`src/common/sink_out_pkg.sv`:
```
// Purpose: shared constants and carriers for the sink status output block
// Assumes: one 100 MHz clock, synchronous active-high reset
// Notes: open-drain outputs carry a low-active output enable
package sink_out_pkg;
  localparam logic [7:0] gpio_sw_addr = 8'h2D;
  localparam logic [7:0] gpio_sw_reset = 8'h00;
  localparam int gpio_sw_bit = 0;
  localparam logic [1:0] gpio_fn_software = 2'h0;
  localparam logic [1:0] gpio_fn_fault = 2'h1;
  localparam logic [1:0] gpio_fn_debug = 2'h2;
  localparam logic [1:0] gpio_fn_current = 2'h3;
  localparam logic [1:0] ok_cfg_unused = 2'h0;
  localparam logic [1:0] ok_cfg_na = 2'h1;
  localparam logic [1:0] ok_cfg_contract = 2'h2;
  localparam logic [1:0] ok_cfg_current = 2'h3;
  localparam logic [1:0] cfg_gpio_reset = 2'h1;
  localparam logic [1:0] cfg_ok_reset = 2'h2;
  localparam int clk_mhz = 100;
  localparam int discharge_out_unit_us = 84;
  localparam int discharge_out_unit_cycles = discharge_out_unit_us * clk_mhz;
  localparam logic [1:0] prof_none = 2'h0;
  localparam logic [1:0] prof_1 = 2'h1;
  localparam logic [1:0] prof_2 = 2'h2;
  localparam logic [1:0] prof_3 = 2'h3;
  localparam logic [1:0] adv_default = 2'h0;
  localparam logic [1:0] adv_1a5 = 2'h1;
  localparam logic [1:0] adv_3a0 = 2'h2;

  typedef struct packed {
    logic [1:0] gpio_function;
    logic [1:0] contract_output_config;
    logic high_voltage_only_power;
    logic [3:0] discharge_time;
  } nvm_cfg_t;

  typedef struct packed {
    logic attach;
    logic detach;
    logic ps_ready;
    logic request_sent;
    logic [1:0] request_profile;
    logic lower_voltage;
    logic hard_reset;
    logic error_recovery;
  } pd_event_t;

  typedef struct packed {
    logic hw_fault;
    logic debug_accessory;
    logic [1:0] advertised_current;
    logic cc2_active;
  } cc_status_t;

  typedef struct packed {
    logic contract_out_a_oe_n;
    logic contract_out_b_oe_n;
    logic power_path_enable_n_oe_n;
    logic software_driven_output_oe_n;
    logic orientation_oe_n;
    logic discharge_out_oe_n;
    logic bus_sense_discharge;
  } pins_t;
endpackage : sink_out_pkg

```
`src/sink_status_output_control.sv`:
```
// Purpose: output pin control of a standalone usb pd sink controller
// Assumes: events are one-cycle pulses from logic on this clock; open-drain enables low = driving low
// Notes: configuration fields are caught once after reset release
//
// Summary of operation
// - in contract config 2 the output for the negotiated profile goes low when ps_ready arrives.
// - in contract config 2, on a source-initiated renegotiation the active contract output is released when the request is sent.
// - on detach in contract config 2 the contract outputs keep their state while the power path enable is released.
// - both contract outputs are released after rst, but not after a hard reset or error recovery, and in contract config 2 after a new attach.
// - gpio function 00b drives the general output low while bit 0 of register 2Dh is set.
// - gpio function 01b drives the general output low while a hardware fault is detected.
// - gpio function 10b drives the general output low while a debug accessory is detected.
// - gpio function 11b drives the general output low for a 3.0 A advertisement only.
// - with high-voltage-only clear the power path enable is low whenever a source is attached.
// - with high-voltage-only set the power path enable is low only when attached with a profile 2 or 3 contract.
// - orientation output is released for cc1 active and driven low for cc2 active while attached.
// - discharge starts on detach, lower voltage, hard reset and error recovery for the configured time.
// - contract config selects unused, profile 2/3 contract, or 3.0 A/1.5 A advertisement.
`timescale 1ns/100ps
module sink_status_output_control #(
  parameter int unit_cycles = sink_out_pkg::discharge_out_unit_cycles
) (
  input wire logic clock,
  input wire logic rst,
  input wire sink_out_pkg::nvm_cfg_t nvm_cfg,
  input wire sink_out_pkg::pd_event_t pd_event,
  input wire sink_out_pkg::cc_status_t cc_status,
  input wire logic reg_write,
  input wire logic reg_read,
  input wire logic [7:0] reg_addr,
  input wire logic [7:0] reg_wdata,
  output logic [7:0] reg_rdata,
  output sink_out_pkg::pins_t pins
);
  sink_out_pkg::nvm_cfg_t cfg_ff;
  logic cfg_loaded_ff;
  logic [7:0] gpio_sw_ff;
  logic [7:0] rdata_ff;
  logic attached_ff;
  logic [1:0] contract_ff;
  logic ok_a_ff;
  logic ok_b_ff;
  logic discharge_out_start;
  logic discharge_out_active;
  logic gpio_low;
  logic path_low;
  logic adv_a;
  logic adv_b;

  initial begin
    if (unit_cycles < 1) begin
      $error("sink_status_output_control: unit_cycles must be at least one");
    end
  end

  // latch once after reset so later nvm changes cannot glitch outputs
  always_ff @(posedge clock) begin
    if (rst) begin
      cfg_loaded_ff <= 1'b0;
      cfg_ff.gpio_function <= sink_out_pkg::cfg_gpio_reset;
      cfg_ff.contract_output_config <= sink_out_pkg::cfg_ok_reset;
      cfg_ff.high_voltage_only_power <= 1'b0;
      cfg_ff.discharge_time <= '0;
    end else if (!cfg_loaded_ff) begin
      cfg_loaded_ff <= 1'b1;
      cfg_ff <= nvm_cfg;
    end
  end

  // software register at 2Dh
  always_ff @(posedge clock) begin
    if (rst) begin
      gpio_sw_ff <= sink_out_pkg::gpio_sw_reset;
    end else if (reg_write && reg_addr == sink_out_pkg::gpio_sw_addr) begin
      gpio_sw_ff <= reg_wdata;
    end
  end

  // unmapped addresses read zero
  always_ff @(posedge clock) begin
    if (rst) begin
      rdata_ff <= 8'h00;
    end else if (reg_read) begin
      rdata_ff <= (reg_addr == sink_out_pkg::gpio_sw_addr) ? gpio_sw_ff : 8'h00;
    end
  end

  always_ff @(posedge clock) begin
    if (rst) begin
      attached_ff <= 1'b0;
    end else if (pd_event.attach) begin
      attached_ff <= 1'b1;
    end else if (pd_event.detach) begin
      attached_ff <= 1'b0;
    end
  end

  // negotiated contract; detach leaves it so contract outputs stay asserted
  always_ff @(posedge clock) begin
    if (rst) begin
      contract_ff <= sink_out_pkg::prof_none;
    end else if (pd_event.attach) begin
      contract_ff <= sink_out_pkg::prof_none;
    end else if (pd_event.request_sent) begin
      contract_ff <= sink_out_pkg::prof_none;
    end else if (pd_event.ps_ready) begin
      contract_ff <= pd_event.request_profile;
    end
  end

  always_ff @(posedge clock) begin
    if (rst) begin
      ok_a_ff <= 1'b0;
      ok_b_ff <= 1'b0;
    end else begin
      case (cfg_ff.contract_output_config)
        sink_out_pkg::ok_cfg_contract: begin
          ok_a_ff <= contract_ff == sink_out_pkg::prof_2;
          ok_b_ff <= contract_ff == sink_out_pkg::prof_3;
        end
        sink_out_pkg::ok_cfg_current: begin
          ok_a_ff <= adv_a;
          ok_b_ff <= adv_b;
        end
        default: begin
          ok_a_ff <= 1'b0;
          ok_b_ff <= 1'b0;
        end
      endcase
    end
  end

  assign adv_a = attached_ff && cc_status.advertised_current == sink_out_pkg::adv_3a0;
  assign adv_b = attached_ff && cc_status.advertised_current == sink_out_pkg::adv_1a5;

  always_comb begin
    case (cfg_ff.gpio_function)
      sink_out_pkg::gpio_fn_software: gpio_low = gpio_sw_ff[sink_out_pkg::gpio_sw_bit];
      sink_out_pkg::gpio_fn_fault: gpio_low = cc_status.hw_fault;
      sink_out_pkg::gpio_fn_debug: gpio_low = cc_status.debug_accessory;
      sink_out_pkg::gpio_fn_current: gpio_low = cc_status.advertised_current == sink_out_pkg::adv_3a0;
      default: gpio_low = 1'b0;
    endcase
  end

  // power path follows attach, optionally gated by a high-voltage contract
  assign path_low = attached_ff && (!cfg_ff.high_voltage_only_power
    || contract_ff == sink_out_pkg::prof_2 || contract_ff == sink_out_pkg::prof_3);

  assign discharge_out_start = pd_event.detach || pd_event.lower_voltage
    || pd_event.hard_reset || pd_event.error_recovery;

  discharge_timer #(
    .unit_cycles(unit_cycles),
    .time_width(4)
  ) u_discharge (
    .clock(clock),
    .rst(rst),
    .start(discharge_out_start),
    .duration(cfg_ff.discharge_time),
    .active(discharge_out_active)
  );

  // registered pin enables keep outputs glitch free
  always_ff @(posedge clock) begin
    if (rst) begin
      pins <= '1;
      pins.bus_sense_discharge <= 1'b0;
    end else begin
      pins.contract_out_a_oe_n <= !ok_a_ff;
      pins.contract_out_b_oe_n <= !ok_b_ff;
      pins.power_path_enable_n_oe_n <= !path_low;
      pins.software_driven_output_oe_n <= !gpio_low;
      pins.orientation_oe_n <= !(attached_ff && cc_status.cc2_active);
      pins.discharge_out_oe_n <= !discharge_out_active;
      pins.bus_sense_discharge <= discharge_out_active;
    end
  end

  assign reg_rdata = rdata_ff;
endmodule : sink_status_output_control

```
`src/discharge_timer.sv`:
```
// Purpose: holds bus discharge active for a configured number of time units
// Assumes: start is a one-cycle pulse on the same clock
// Notes: a new start restarts the full duration
`timescale 1ns/100ps
module discharge_timer #(
  parameter int unit_cycles = sink_out_pkg::discharge_out_unit_cycles,
  parameter int time_width = 4
) (
  input wire logic clock,
  input wire logic rst,
  input wire logic start,
  input wire logic [time_width-1:0] duration,
  output logic active
);
  localparam int unit_width = $clog2(unit_cycles + 1);

  logic [unit_width-1:0] unit_ff;
  logic [time_width-1:0] left_ff;
  logic active_ff;

  initial begin
    if (unit_cycles < 1) begin
      $error("discharge_timer: unit_cycles must be at least one");
    end
  end

  always_ff @(posedge clock) begin
    if (rst) begin
      active_ff <= 1'b0;
      unit_ff <= '0;
      left_ff <= '0;
    end else if (start) begin
      // zero duration still gives one unit so discharge is never skipped
      active_ff <= 1'b1;
      unit_ff <= unit_width'(unit_cycles - 1);
      left_ff <= duration;
    end else if (active_ff) begin
      if (unit_ff != '0) begin
        unit_ff <= unit_ff - 1'b1;
      end else if (left_ff > 1) begin
        left_ff <= left_ff - 1'b1;
        unit_ff <= unit_width'(unit_cycles - 1);
      end else begin
        active_ff <= 1'b0;
      end
    end
  end

  assign active = active_ff;
endmodule : discharge_timer

```
`config.mk`:
```
export PLATFORM = sky130hd
export DESIGN_NAME = sink_status_output_control
export DESIGN_NICKNAME = d
export VERILOG_FILES = /design/src/common/sink_out_pkg.sv /design/src/sink_status_output_control.sv /design/src/discharge_timer.sv
export SDC_FILE = /design/constraint.sdc
export NUM_CORES = 1
export LEC_CHECK = 0
export ABC_AREA = 1
export BUFFER_PORTS_ARGS = -buffer_cell sky130_fd_sc_hd__buf_2
export CELL_PAD_IN_SITES_DETAIL_PLACEMENT = 0
export CELL_PAD_IN_SITES_GLOBAL_PLACEMENT = 2
export CORE_UTILIZATION = 31
export DETAILED_ROUTE_END_ITERATION = 12
export PLACE_DENSITY_LB_ADDON = 0.1
export SYNTH_ARGS = -nofsm -noshare
export SYNTH_HDL_FRONTEND = slang
export SYNTH_SLANG_ARGS = --single-unit
```
`constraint.sdc`:
```
create_clock -name clock -period 4.3 [get_ports clock]
set_input_delay 1.29 -clock clock [delete_from_list [all_inputs] [get_ports clock]]
set_output_delay 1.29 -clock clock [all_outputs]
set_load 0.1 [all_outputs]
```
==> flow_summary.ini, run 1 <==
[status]
status = finished clean

[hold_path]
hp-class = flip-flop to flip-flop
worstHoldStart = ok_b_ff$_SDFF_PP0_
hold_depth = 1
holdPathEnd = pins[5]$_SDFF_PP1_

[final_layout]
ff_latch_area_mm2 = 0.00114
fin_nets = 476
multi_input_area_mm2 = 0.00124
fillCellCount = 884
areaGrowthSynthToFinish_pct = 20.8
n_antenna_cell = 0
drive_gt1_share_pct = 20.6
final_util_pct = 39.5
final_area_mm2 = 0.00313

[global_route]
track_usage_pct = 15.7
grt_use_met3_pct = 5.45
grt_antenna_before_repair = 0
grtUsageMet2_pct = 23.2
top_usage_layer = met2
grt_max_degree = 18
grt_pass1_wl_um = 10400
use_met1_pct = 21.2
grt_pass1_vias = 2176
overflow = 0

[routing]
drt_iter0_markers = 88
drc = 0
drt_pass1_iterations = 4
drt.antenna.violating_nets = 0
finalWirelength_um = 6140
wl_per_cell_um = 11.5
vias = 2355
vias_per_cell = 4.41

[power_and_ir_drop]
ir_drop_uv = 156
p_leak_nw = 1.51
power_density_mw_per_mm2 = 365

[floorplan]
start_util_pct = 32.7
coreArea_mm2 = 0.00793
io_pins = 58
die-area_mm2 = 0.00874
fp.dieW_um = 93.5
rows = 32
die_y_um = 93.5

[synth]
synth_nets = 415
synth-edff-count = 0
ys_seq_elements = 57
synthCells = 369
seq_area_frac_synth_pct = 44.0
yosysWarningCount = 0
ys.flop_type = dfxtp_1
syn_area_mm2 = 0.00259
synthDistinctLibCells = 28
syn_area_per_cell_um2 = 7.03
synthArstFlopShare_pct = 0

[sta]
fin_crit_sh_pct = 55.8
clock_skew_ns = 0.00439
max_slew_margin_pct = 59.3
rsz0062_at_grt = no
fin_setup_tns_ns = 0
max_freq_mhz = 417
hold_slack_ns = 0.369
setup-violations-final = 0
maxSlewViolCount = 0
fin_ws_ns = 1.90
final-hold-violation-count = 0
finalCriticalPeriod_ns = 2.40
tightest_slew_ns = 0.609

[setup_path]
rr_startpoint = u_discharge.left_ff[0]$_SDFFE_PP0P_
cp.arrival_ns = 1.11
r2r_slack_ns = 2.59
path_cells = buf_2
reg2reg_to = u_discharge.unit_ff[6]$_SDFFE_PP0P_
crit_path_max_incr_delay_ns = 0.43
required_ns = 3.01
slowest_stage = buf_2
r2r_cells = 10
criticalPathCategory = flip-flop to primary output
cp-start-kind = flip-flop
crit_family = buffers and inverters
critPathCaptureType = primary output
cp.buffers_inverters = 1
critPathMaxFanout = 2

[place]
dp_hpwl_um = 4550
pre_cts_ws_ns = 1.63
io_buffers = 57
routabilityCongestion = 0.723
post_dp_cell_area_mm2 = 0.00298

[clock_tree]
clkTransAtPathRegs_ns = 0.06
numCtsBuffers = 9
cts_tree = built
cts_setup_buffers = 0
clock_tree.buffer_depth = 2
hold_buffers = 0
clockRootBuffer = clkbuf_8
cts_resized = 0
clock_latency_ns = 0.33
cts_sinks = 57
htreeDepth = 3

[run]
max-cap-violations = 0
## layer usage
layer	vias to the layer above	share of wire [%]
li1	1281	-
met1	1028	51
met2	40	44
met3	6	4.2
met4	0	0.96
met5	-	0
## registers in the layout, indices dropped and copies added (netlist names), 2 cells and up
name,cells
reg_rdata,8
pins,7
contract_ff,2
u_discharge.left_ff,4
cfg_ff,9
u_discharge.unit_ff,14
gpio_sw_ff,8
## logic make-up (layout without fill, tap and decap cells)
group	after synthesis	in the layout	synth area share (%)
AND/OR/NAND/NOR	189	189	32.4
AO/OA/AOI/OAI	60	60	12.2
flip-flops	57	57	44.0
buffers and inverters	55	118	8.20
XOR/XNOR	4	4	1.35
adder cells (fa/ha/maj)	3	3	1.45
multiplexers	1	1	0.386
## final cells by class
cell class,instances,share of cell area [%]
multi-input cells,257,39.6
clock buffers,12,4.63
flip-flops and latches,57,36.4
well taps,102,4.07
repair buffers,59,9.58
inverters,46,5.55
clock inverters,1,0.160
## cell usage in the layout, fill, tap and decap left out, types with 3 or more instances in the layout
cell type   n
a21oi_1    26
buf_2      57
clkbuf_8   10
dfxtp_1    57
ha_1        3
inv_1      43
nand2_1    89
nand2_2     4
nand2_4     4
nand3_1    17
nand4_1     4
nor2_1     61
nor2_2      3
o21ai_0    29
## worst max-delay path by stage
stage                              start                    endpoint  slack [ns]  depth (start not counted)
3_3_place_gp                         rst          ok_a_ff$_SDFF_PP0_        1.62                          6
3_5_place_dp                         rst          ok_a_ff$_SDFF_PP0_        1.63                          6
2_1_floorplan                reg_addr[4]  gpio_sw_ff[0]$_SDFFE_PP0P_        2.06                          5
4_1_cts        reg_rdata[2]$_SDFFE_PP0P_                reg_rdata[2]        1.88                          1
6_report       reg_rdata[7]$_SDFFE_PP0P_                reg_rdata[7]        1.90                          1
5_1_grt                      reg_addr[4]  gpio_sw_ff[0]$_SDFFE_PP0P_        1.76                          5
## power breakdown
group | internal (mW) | total (mW) | switching, mW | leakage, nW
clock network | 0.214 | 0.409 | 0.194 | 0.0782
registers | 0.551 | 0.567 | 0.0166 | 0.469
logic | 0.0503 | 0.166 | 0.116 | 0.959
total | 0.816 | 1.14 | 0.327 | 1.51
## synthesized netlist by cell type, types with 3 or more instances
cell,number,area share [%]
a21oi_1,26,5.0
buf_2,4,0.77
clkbuf_1,5,0.72
dfxtp_1,57,44
ha_1,3,1.4
inv_1,43,6.2
nand2_1,89,13
nand2_2,4,0.96
nand2_4,4,1.7
nand3_1,17,3.3
nand4_1,4,0.96
nor2_1,61,8.8
nor2_2,3,0.72
o21ai_0,29,5.6
## stage by stage
stage / power (mW) / instances
5_1_grt: 1.21 / 534
4_1_cts: 1.16 / 534
3_5_place_dp: 0.747 / 521
2_1_floorplan: 0.699 / 369
6_report: 1.14 / 534
3_3_place_gp: 0.747 / 521
No activity file was read; power rests on OpenSTA's default activity.
==> run 2: changes to the inputs <==
--- a/config.mk
+++ b/config.mk
@@ -9,7 +9,7 @@
 export BUFFER_PORTS_ARGS = -buffer_cell sky130_fd_sc_hd__buf_2
 export CELL_PAD_IN_SITES_DETAIL_PLACEMENT = 0
 export CELL_PAD_IN_SITES_GLOBAL_PLACEMENT = 2
-export CORE_UTILIZATION = 31
+export CORE_UTILIZATION = 26
 export DETAILED_ROUTE_END_ITERATION = 12
 export PLACE_DENSITY_LB_ADDON = 0.1
 export SYNTH_ARGS = -nofsm -noshare
==> constraint.sdc (replaced) <==
create_clock -name clock -period 2 [get_ports clock]
set_input_delay 0.6 -clock clock [delete_from_list [all_inputs] [get_ports clock]]
set_output_delay 0.6 -clock clock [all_outputs]
set_load 0.1 [all_outputs]
==> flow_summary.ini, run 2 (synthesized netlist as in run 1, its figures left out) <==
[status]
status = finished clean

[floorplan]
die-area_mm2 = 0.0104
fp.dieW_um = 102
die_y_um = 102
coreArea_mm2 = 0.00973
rows = 36
start_util_pct = 26.7
io_pins = 58

[power_and_ir_drop]
pwr-share-comb_pct = 14.4
p_int_mw = 1.80
p_leak_nw = 1.52
ir_drop_uv = 363
power_density_mw_per_mm2 = 783
p_clk_share_pct = 37.0
power_switching_share_pct = 28.4
switching_power_uw = 712
seq_power_share_pct = 48.6

[place]
io_buffers = 57
dp_hpwl_um = 4780
routabilityCongestion = 0.708

[setup_path]
critPathCaptureType = flip-flop
cp-start-kind = flip-flop
cp.arrival_ns = 1.93
required_ns = 2.22
slowest_stage = dfxtp_1
critPathMaxFanout = 8
criticalPathCategory = flip-flop to flip-flop
crit_path_max_incr_delay_ns = 0.32
path_cells = inv_1 -> ha_1 -> nand2_2 -> nor2_4 -> nand2_4 -> o21ai_2 -> nor2_1 -> nor2_1 -> nor2_1
cp_common_cell = nor2_1

[final_layout]
fillCellCount = 1114
n_antenna_cell = 0
drive_gt1_share_pct = 21.1
layout_commonest_cell = nand2_1
reg.largest.list = u_discharge.unit_ff x14, cfg_ff x9
largest_reg_flops = 14
final_util_pct = 33.0
areaGrowthSynthToFinish_pct = 23.6
regMostFlops = u_discharge.unit_ff
fin_nets = 479
final_cell_mix = 89 x nand2_1, 61 x nor2_1, 57 x dfxtp_1, 57 x buf_2, 43 x inv_1

[routing]
drt.antenna.violating_nets = 0
vias = 2367
drt_pass1_iterations = 4
vias_per_cell = 4.16
wl_per_cell_um = 11.3
drt_iter0_markers = 88
drc = 0
finalWirelength_um = 6410

[global_route]
grt_antenna_before_repair = 0
overflow = 0
grt_pass1_vias = 2232
track_usage_pct = 13.8
grt_pass1_wl_um = 11000
grt_max_degree = 23

[clock_tree]
clockRootBuffer = clkbuf_8
clkTransAtPathRegs_ns = 0.06
htreeDepth = 3
cts_resized = 0
hold_buffers = 0
numCtsBuffers = 9
cts_setup_buffers = 0
cts_sinks = 57
cts_tree = built
clock_tree.buffer_depth = 2
clock_latency_ns = 0.33

[sta]
tightest_slew_ns = 0.497
max_freq_mhz = 584
clock_skew_ns = 0.00608
fin_crit_sh_pct = 85.5
setup-violations-final = 0
rsz0062_at_grt = no
maxSlewViolCount = 0
fin_setup_tns_ns = 0
final-hold-violation-count = 0
max_slew_margin_pct = 67.1
finalCriticalPeriod_ns = 1.71

[hold_path]
hp-class = flip-flop to flip-flop

[run]
max-cap-violations = 0
run 2: layout make-up:
class                      count  area, um^2  area share [%]
multi-input combinational    257        1240            38.7
sequential                    57        1140            35.6
timing repair buffer          62         323            10.1
inverter                      46         174            5.42
tap                          133         166            5.19
clock buffer                  14         163            5.07
run 2: power by group through the flow:
| stage | registers (mW) | logic [mW] | clock network [mW] |
|---|---|---|---|
| 2_1_floorplan | 1.33 | 0.168 | 0 |
| 3_3_place_gp | 1.25 | 0.368 | 0 |
| 3_5_place_dp | 1.24 | 0.365 | 0 |
| 4_1_cts | 1.22 | 0.366 | 0.981 |
| 5_1_grt | 1.23 | 0.403 | 1.03 |
| 6_report | 1.22 | 0.362 | 0.929 |
run 2: per-layer routing:
layer / global-route usage (%) / up-vias / wire (um)
met3: 4.65 / 8 / 261
met2: 21.5 / 48 / 2810
li1: - / 1285 / -
met5: 0 / - / 0
met4: 4.29 / 0 / 70
met1: 18.1 / 1026 / 3270
run 2: worst paths after layout:
| path | depth (start not counted) | startpoint | end | slack, ns |
|---|---|---|---|---|
| setup / recovery | 9 | u_discharge.unit_ff[0]$_SDFFE_PP0P_ | u_discharge.unit_ff[9]$_SDFFE_PP0P_ | 0.29 |
| hold / removal | 1 | ok_b_ff$_SDFF_PP0_ | pins[5]$_SDFF_PP1_ | 0.38 |
| setup reg to reg | 9 | u_discharge.unit_ff[0]$_SDFFE_PP0P_ | u_discharge.unit_ff[9]$_SDFFE_PP0P_ | 0.29 |
| hold reg to reg | 1 | ok_b_ff$_SDFF_PP0_ | pins[5]$_SDFF_PP1_ | 0.38 |
run 2: critical path, delay by kind of cell, from the launching register on:
kind                     cells  cell delay, ns
flip-flops                   1            0.32
adder cells (fa/ha/maj)      1            0.24
AND/OR/NAND/NOR              6            0.63
AO/OA/AOI/OAI                1            0.28
buffers and inverters        1            0.12
run 2: per-stage QoR:
stage / area (um^2) / std cells / hold slack (ns) / power [mW] / worst slack (ns)
floorplan: 2590 / 369 / 0.351 / 1.50 / 0.450
global placement: 3040 / 555 / 0.364 / 1.61 / 0.244
detailed placement: 3040 / 555 / 0.362 / 1.61 / 0.233
CTS: 3210 / 569 / 0.384 / 2.57 / 0.267
global route: 3210 / 569 / 0.391 / 2.66 / 0.0930
finish: 3210 / 569 / 0.380 / 2.51 / 0.289
==> run 3: changes to the inputs <==
--- a/config.mk
+++ b/config.mk
@@ -9,7 +9,8 @@
 export BUFFER_PORTS_ARGS = -buffer_cell sky130_fd_sc_hd__buf_2
 export CELL_PAD_IN_SITES_DETAIL_PLACEMENT = 0
 export CELL_PAD_IN_SITES_GLOBAL_PLACEMENT = 2
-export CORE_UTILIZATION = 26
+export CORE_UTILIZATION = 27
+export CTS_BUF_LIST = sky130_fd_sc_hd__clkbuf_8
 export DETAILED_ROUTE_END_ITERATION = 12
 export PLACE_DENSITY_LB_ADDON = 0.1
 export SYNTH_ARGS = -nofsm -noshare
==> flow_summary.ini, run 3 (synthesized netlist as in run 1, its figures left out) <==
[floorplan]
fp.dieW_um = 100
rows = 35
coreArea_mm2 = 0.00928
start_util_pct = 27.9
die_y_um = 100
die-area_mm2 = 0.0100
io_pins = 58

[final_layout]
reg.largest.list = u_discharge.unit_ff x14, cfg_ff x9
layout_commonest_cell = nand2_1
fin_nets = 478
areaGrowthSynthToFinish_pct = 24.8
final_cell_mix = 89 x nand2_1, 61 x nor2_1, 57 x dfxtp_1, 57 x buf_2, 43 x inv_1
regMostFlops = u_discharge.unit_ff
fillCellCount = 1050
drive_gt1_share_pct = 22.0
largest_reg_flops = 14
final_area_mm2 = 0.00324
n_antenna_cell = 0

[power_and_ir_drop]
power_density_mw_per_mm2 = 832
p_total_mw = 2.69
ir_drop_uv = 314
p_leak_nw = 1.54

[clock_tree]
clkTransAtPathRegs_ns = 0.07
clock_tree.buffer_depth = 2
cts_sinks = 57
htreeDepth = 3
clockRootBuffer = clkbuf_8
hold_buffers = 0
cts_resized = 0
numCtsBuffers = 9
clock_latency_ns = 0.33
cts_tree = built
cts_setup_buffers = 0

[setup_path]
r2r_slack_ns = 0.28
critPathCaptureType = flip-flop
cp-start-kind = flip-flop
cp.arrival_ns = 1.94
critPathMaxFanout = 8
required_ns = 2.23
worstSetupStartpoint = u_discharge.left_ff[0]$_SDFFE_PP0P_
reg2reg_to = u_discharge.unit_ff[6]$_SDFFE_PP0P_
criticalPathCategory = flip-flop to flip-flop
r2r_cells = 10
rr_startpoint = u_discharge.left_ff[0]$_SDFFE_PP0P_

[run]
max-cap-violations = 0

[routing]
wl_per_cell_um = 11.1
drt.antenna.violating_nets = 0
vias = 2359
drc = 0
drt_iter0_markers = 65
vias_per_cell = 4.17
finalWirelength_um = 6280
drt_pass1_iterations = 4

[global_route]
track_usage_pct = 14.1
grt_max_degree = 23
grt_antenna_before_repair = 0
grt_pass1_vias = 2315
grt_pass1_wl_um = 11000
overflow = 0

[place]
routabilityCongestion = 0.761
dp_hpwl_um = 4670
io_buffers = 57
post_dp_cell_area_mm2 = 0.00303
pre_cts_ws_ns = 0.202

[status]
status = finished clean

[sta]
maxSlewViolCount = 0
finalCriticalPeriod_ns = 1.72
max_freq_mhz = 583
clock_skew_ns = 0.00663
fin_crit_sh_pct = 85.8
setup-violations-final = 0
max_slew_margin_pct = 67.0
rsz0062_at_grt = no
fin_ws_ns = 0.285
fin_setup_tns_ns = 0
final-hold-violation-count = 0
tightest_slew_ns = 0.498

[hold_path]
hold_depth = 1
holdPathEnd = pins[6]$_SDFF_PP1_
hp-class = flip-flop to flip-flop
worstHoldStart = ok_a_ff$_SDFF_PP0_
## run 3: changes by cell type in the layout (fill, tap and decap cells not counted), sizes merged
cell      before  now
clkbuf        14   10
clkinv         1    4
clkinvlp       0    2
buf           62   61
bufinv         0    1
## run 3: worst max path at each step
stage | endpoint | slack, ns | cells after the start
6_report | u_discharge.unit_ff[6]$_SDFFE_PP0P_ | 0.28 | 10
5_1_grt | u_discharge.unit_ff[6]$_SDFFE_PP0P_ | 0.06 | 10
3_3_place_gp | u_discharge.unit_ff[6]$_SDFFE_PP0P_ | 0.25 | 11
3_5_place_dp | u_discharge.unit_ff[11]$_SDFFE_PP0P_ | 0.20 | 10
4_1_cts | reg_rdata[7] | 0.27 | 1
2_1_floorplan | gpio_sw_ff[0]$_SDFFE_PP0P_ | 0.45 | 5
## run 3: critical path: stages, from the launching register on
cell	delay, ns
dfxtp_1	0.36
inv_1	0.10
ha_1	0.24
o21ai_2	0.24
nand2_4	0.10
nand2_1	0.11
inv_1	0.07
nand2_4	0.12
inv_2	0.06
o21ai_0	0.16
nand2_1	0.06
## run 3: stage by stage
| stage | hold slack (ns) | cells | utilization, % |
|---|---|---|---|
| 2_1_floorplan | 0.351 | 369 | - |
| 3_3_place_gp | 0.364 | 550 | 32.7 |
| 3_5_place_dp | 0.363 | 550 | 32.7 |
| 4_1_cts | 0.390 | 566 | 34.9 |
| 5_1_grt | 0.399 | 566 | 34.9 |
| 6_report | 0.385 | 566 | 34.9 |
## run 3: power by group
group          internal [mW]  switching, mW  leakage (nW)  total, mW
logic                  0.110          0.251         0.968      0.360
clock network          0.611          0.503        0.0985       1.11
registers               1.18         0.0356         0.469       1.22
## run 3: final cells by class
type	count	area (um^2)	share of cell area (%)
Sequential cell	57	1140	35.3
Clock inverter	6	67.6	2.09
Inverter	46	174	5.37
Clock buffer	10	138	4.25
Timing Repair Buffer	61	315	9.74
Tap cell	129	161	4.99
Multi-Input combinational cell	257	1240	38.3
## run 3: metal layers
layer	global-route usage [%]	wire, um	vias up
met1	19.0	3300	1029
met2	21.5	2720	36
met3	4.53	191	5
met5	0	0	-
met4	4.24	76	0
li1	-	-	1289
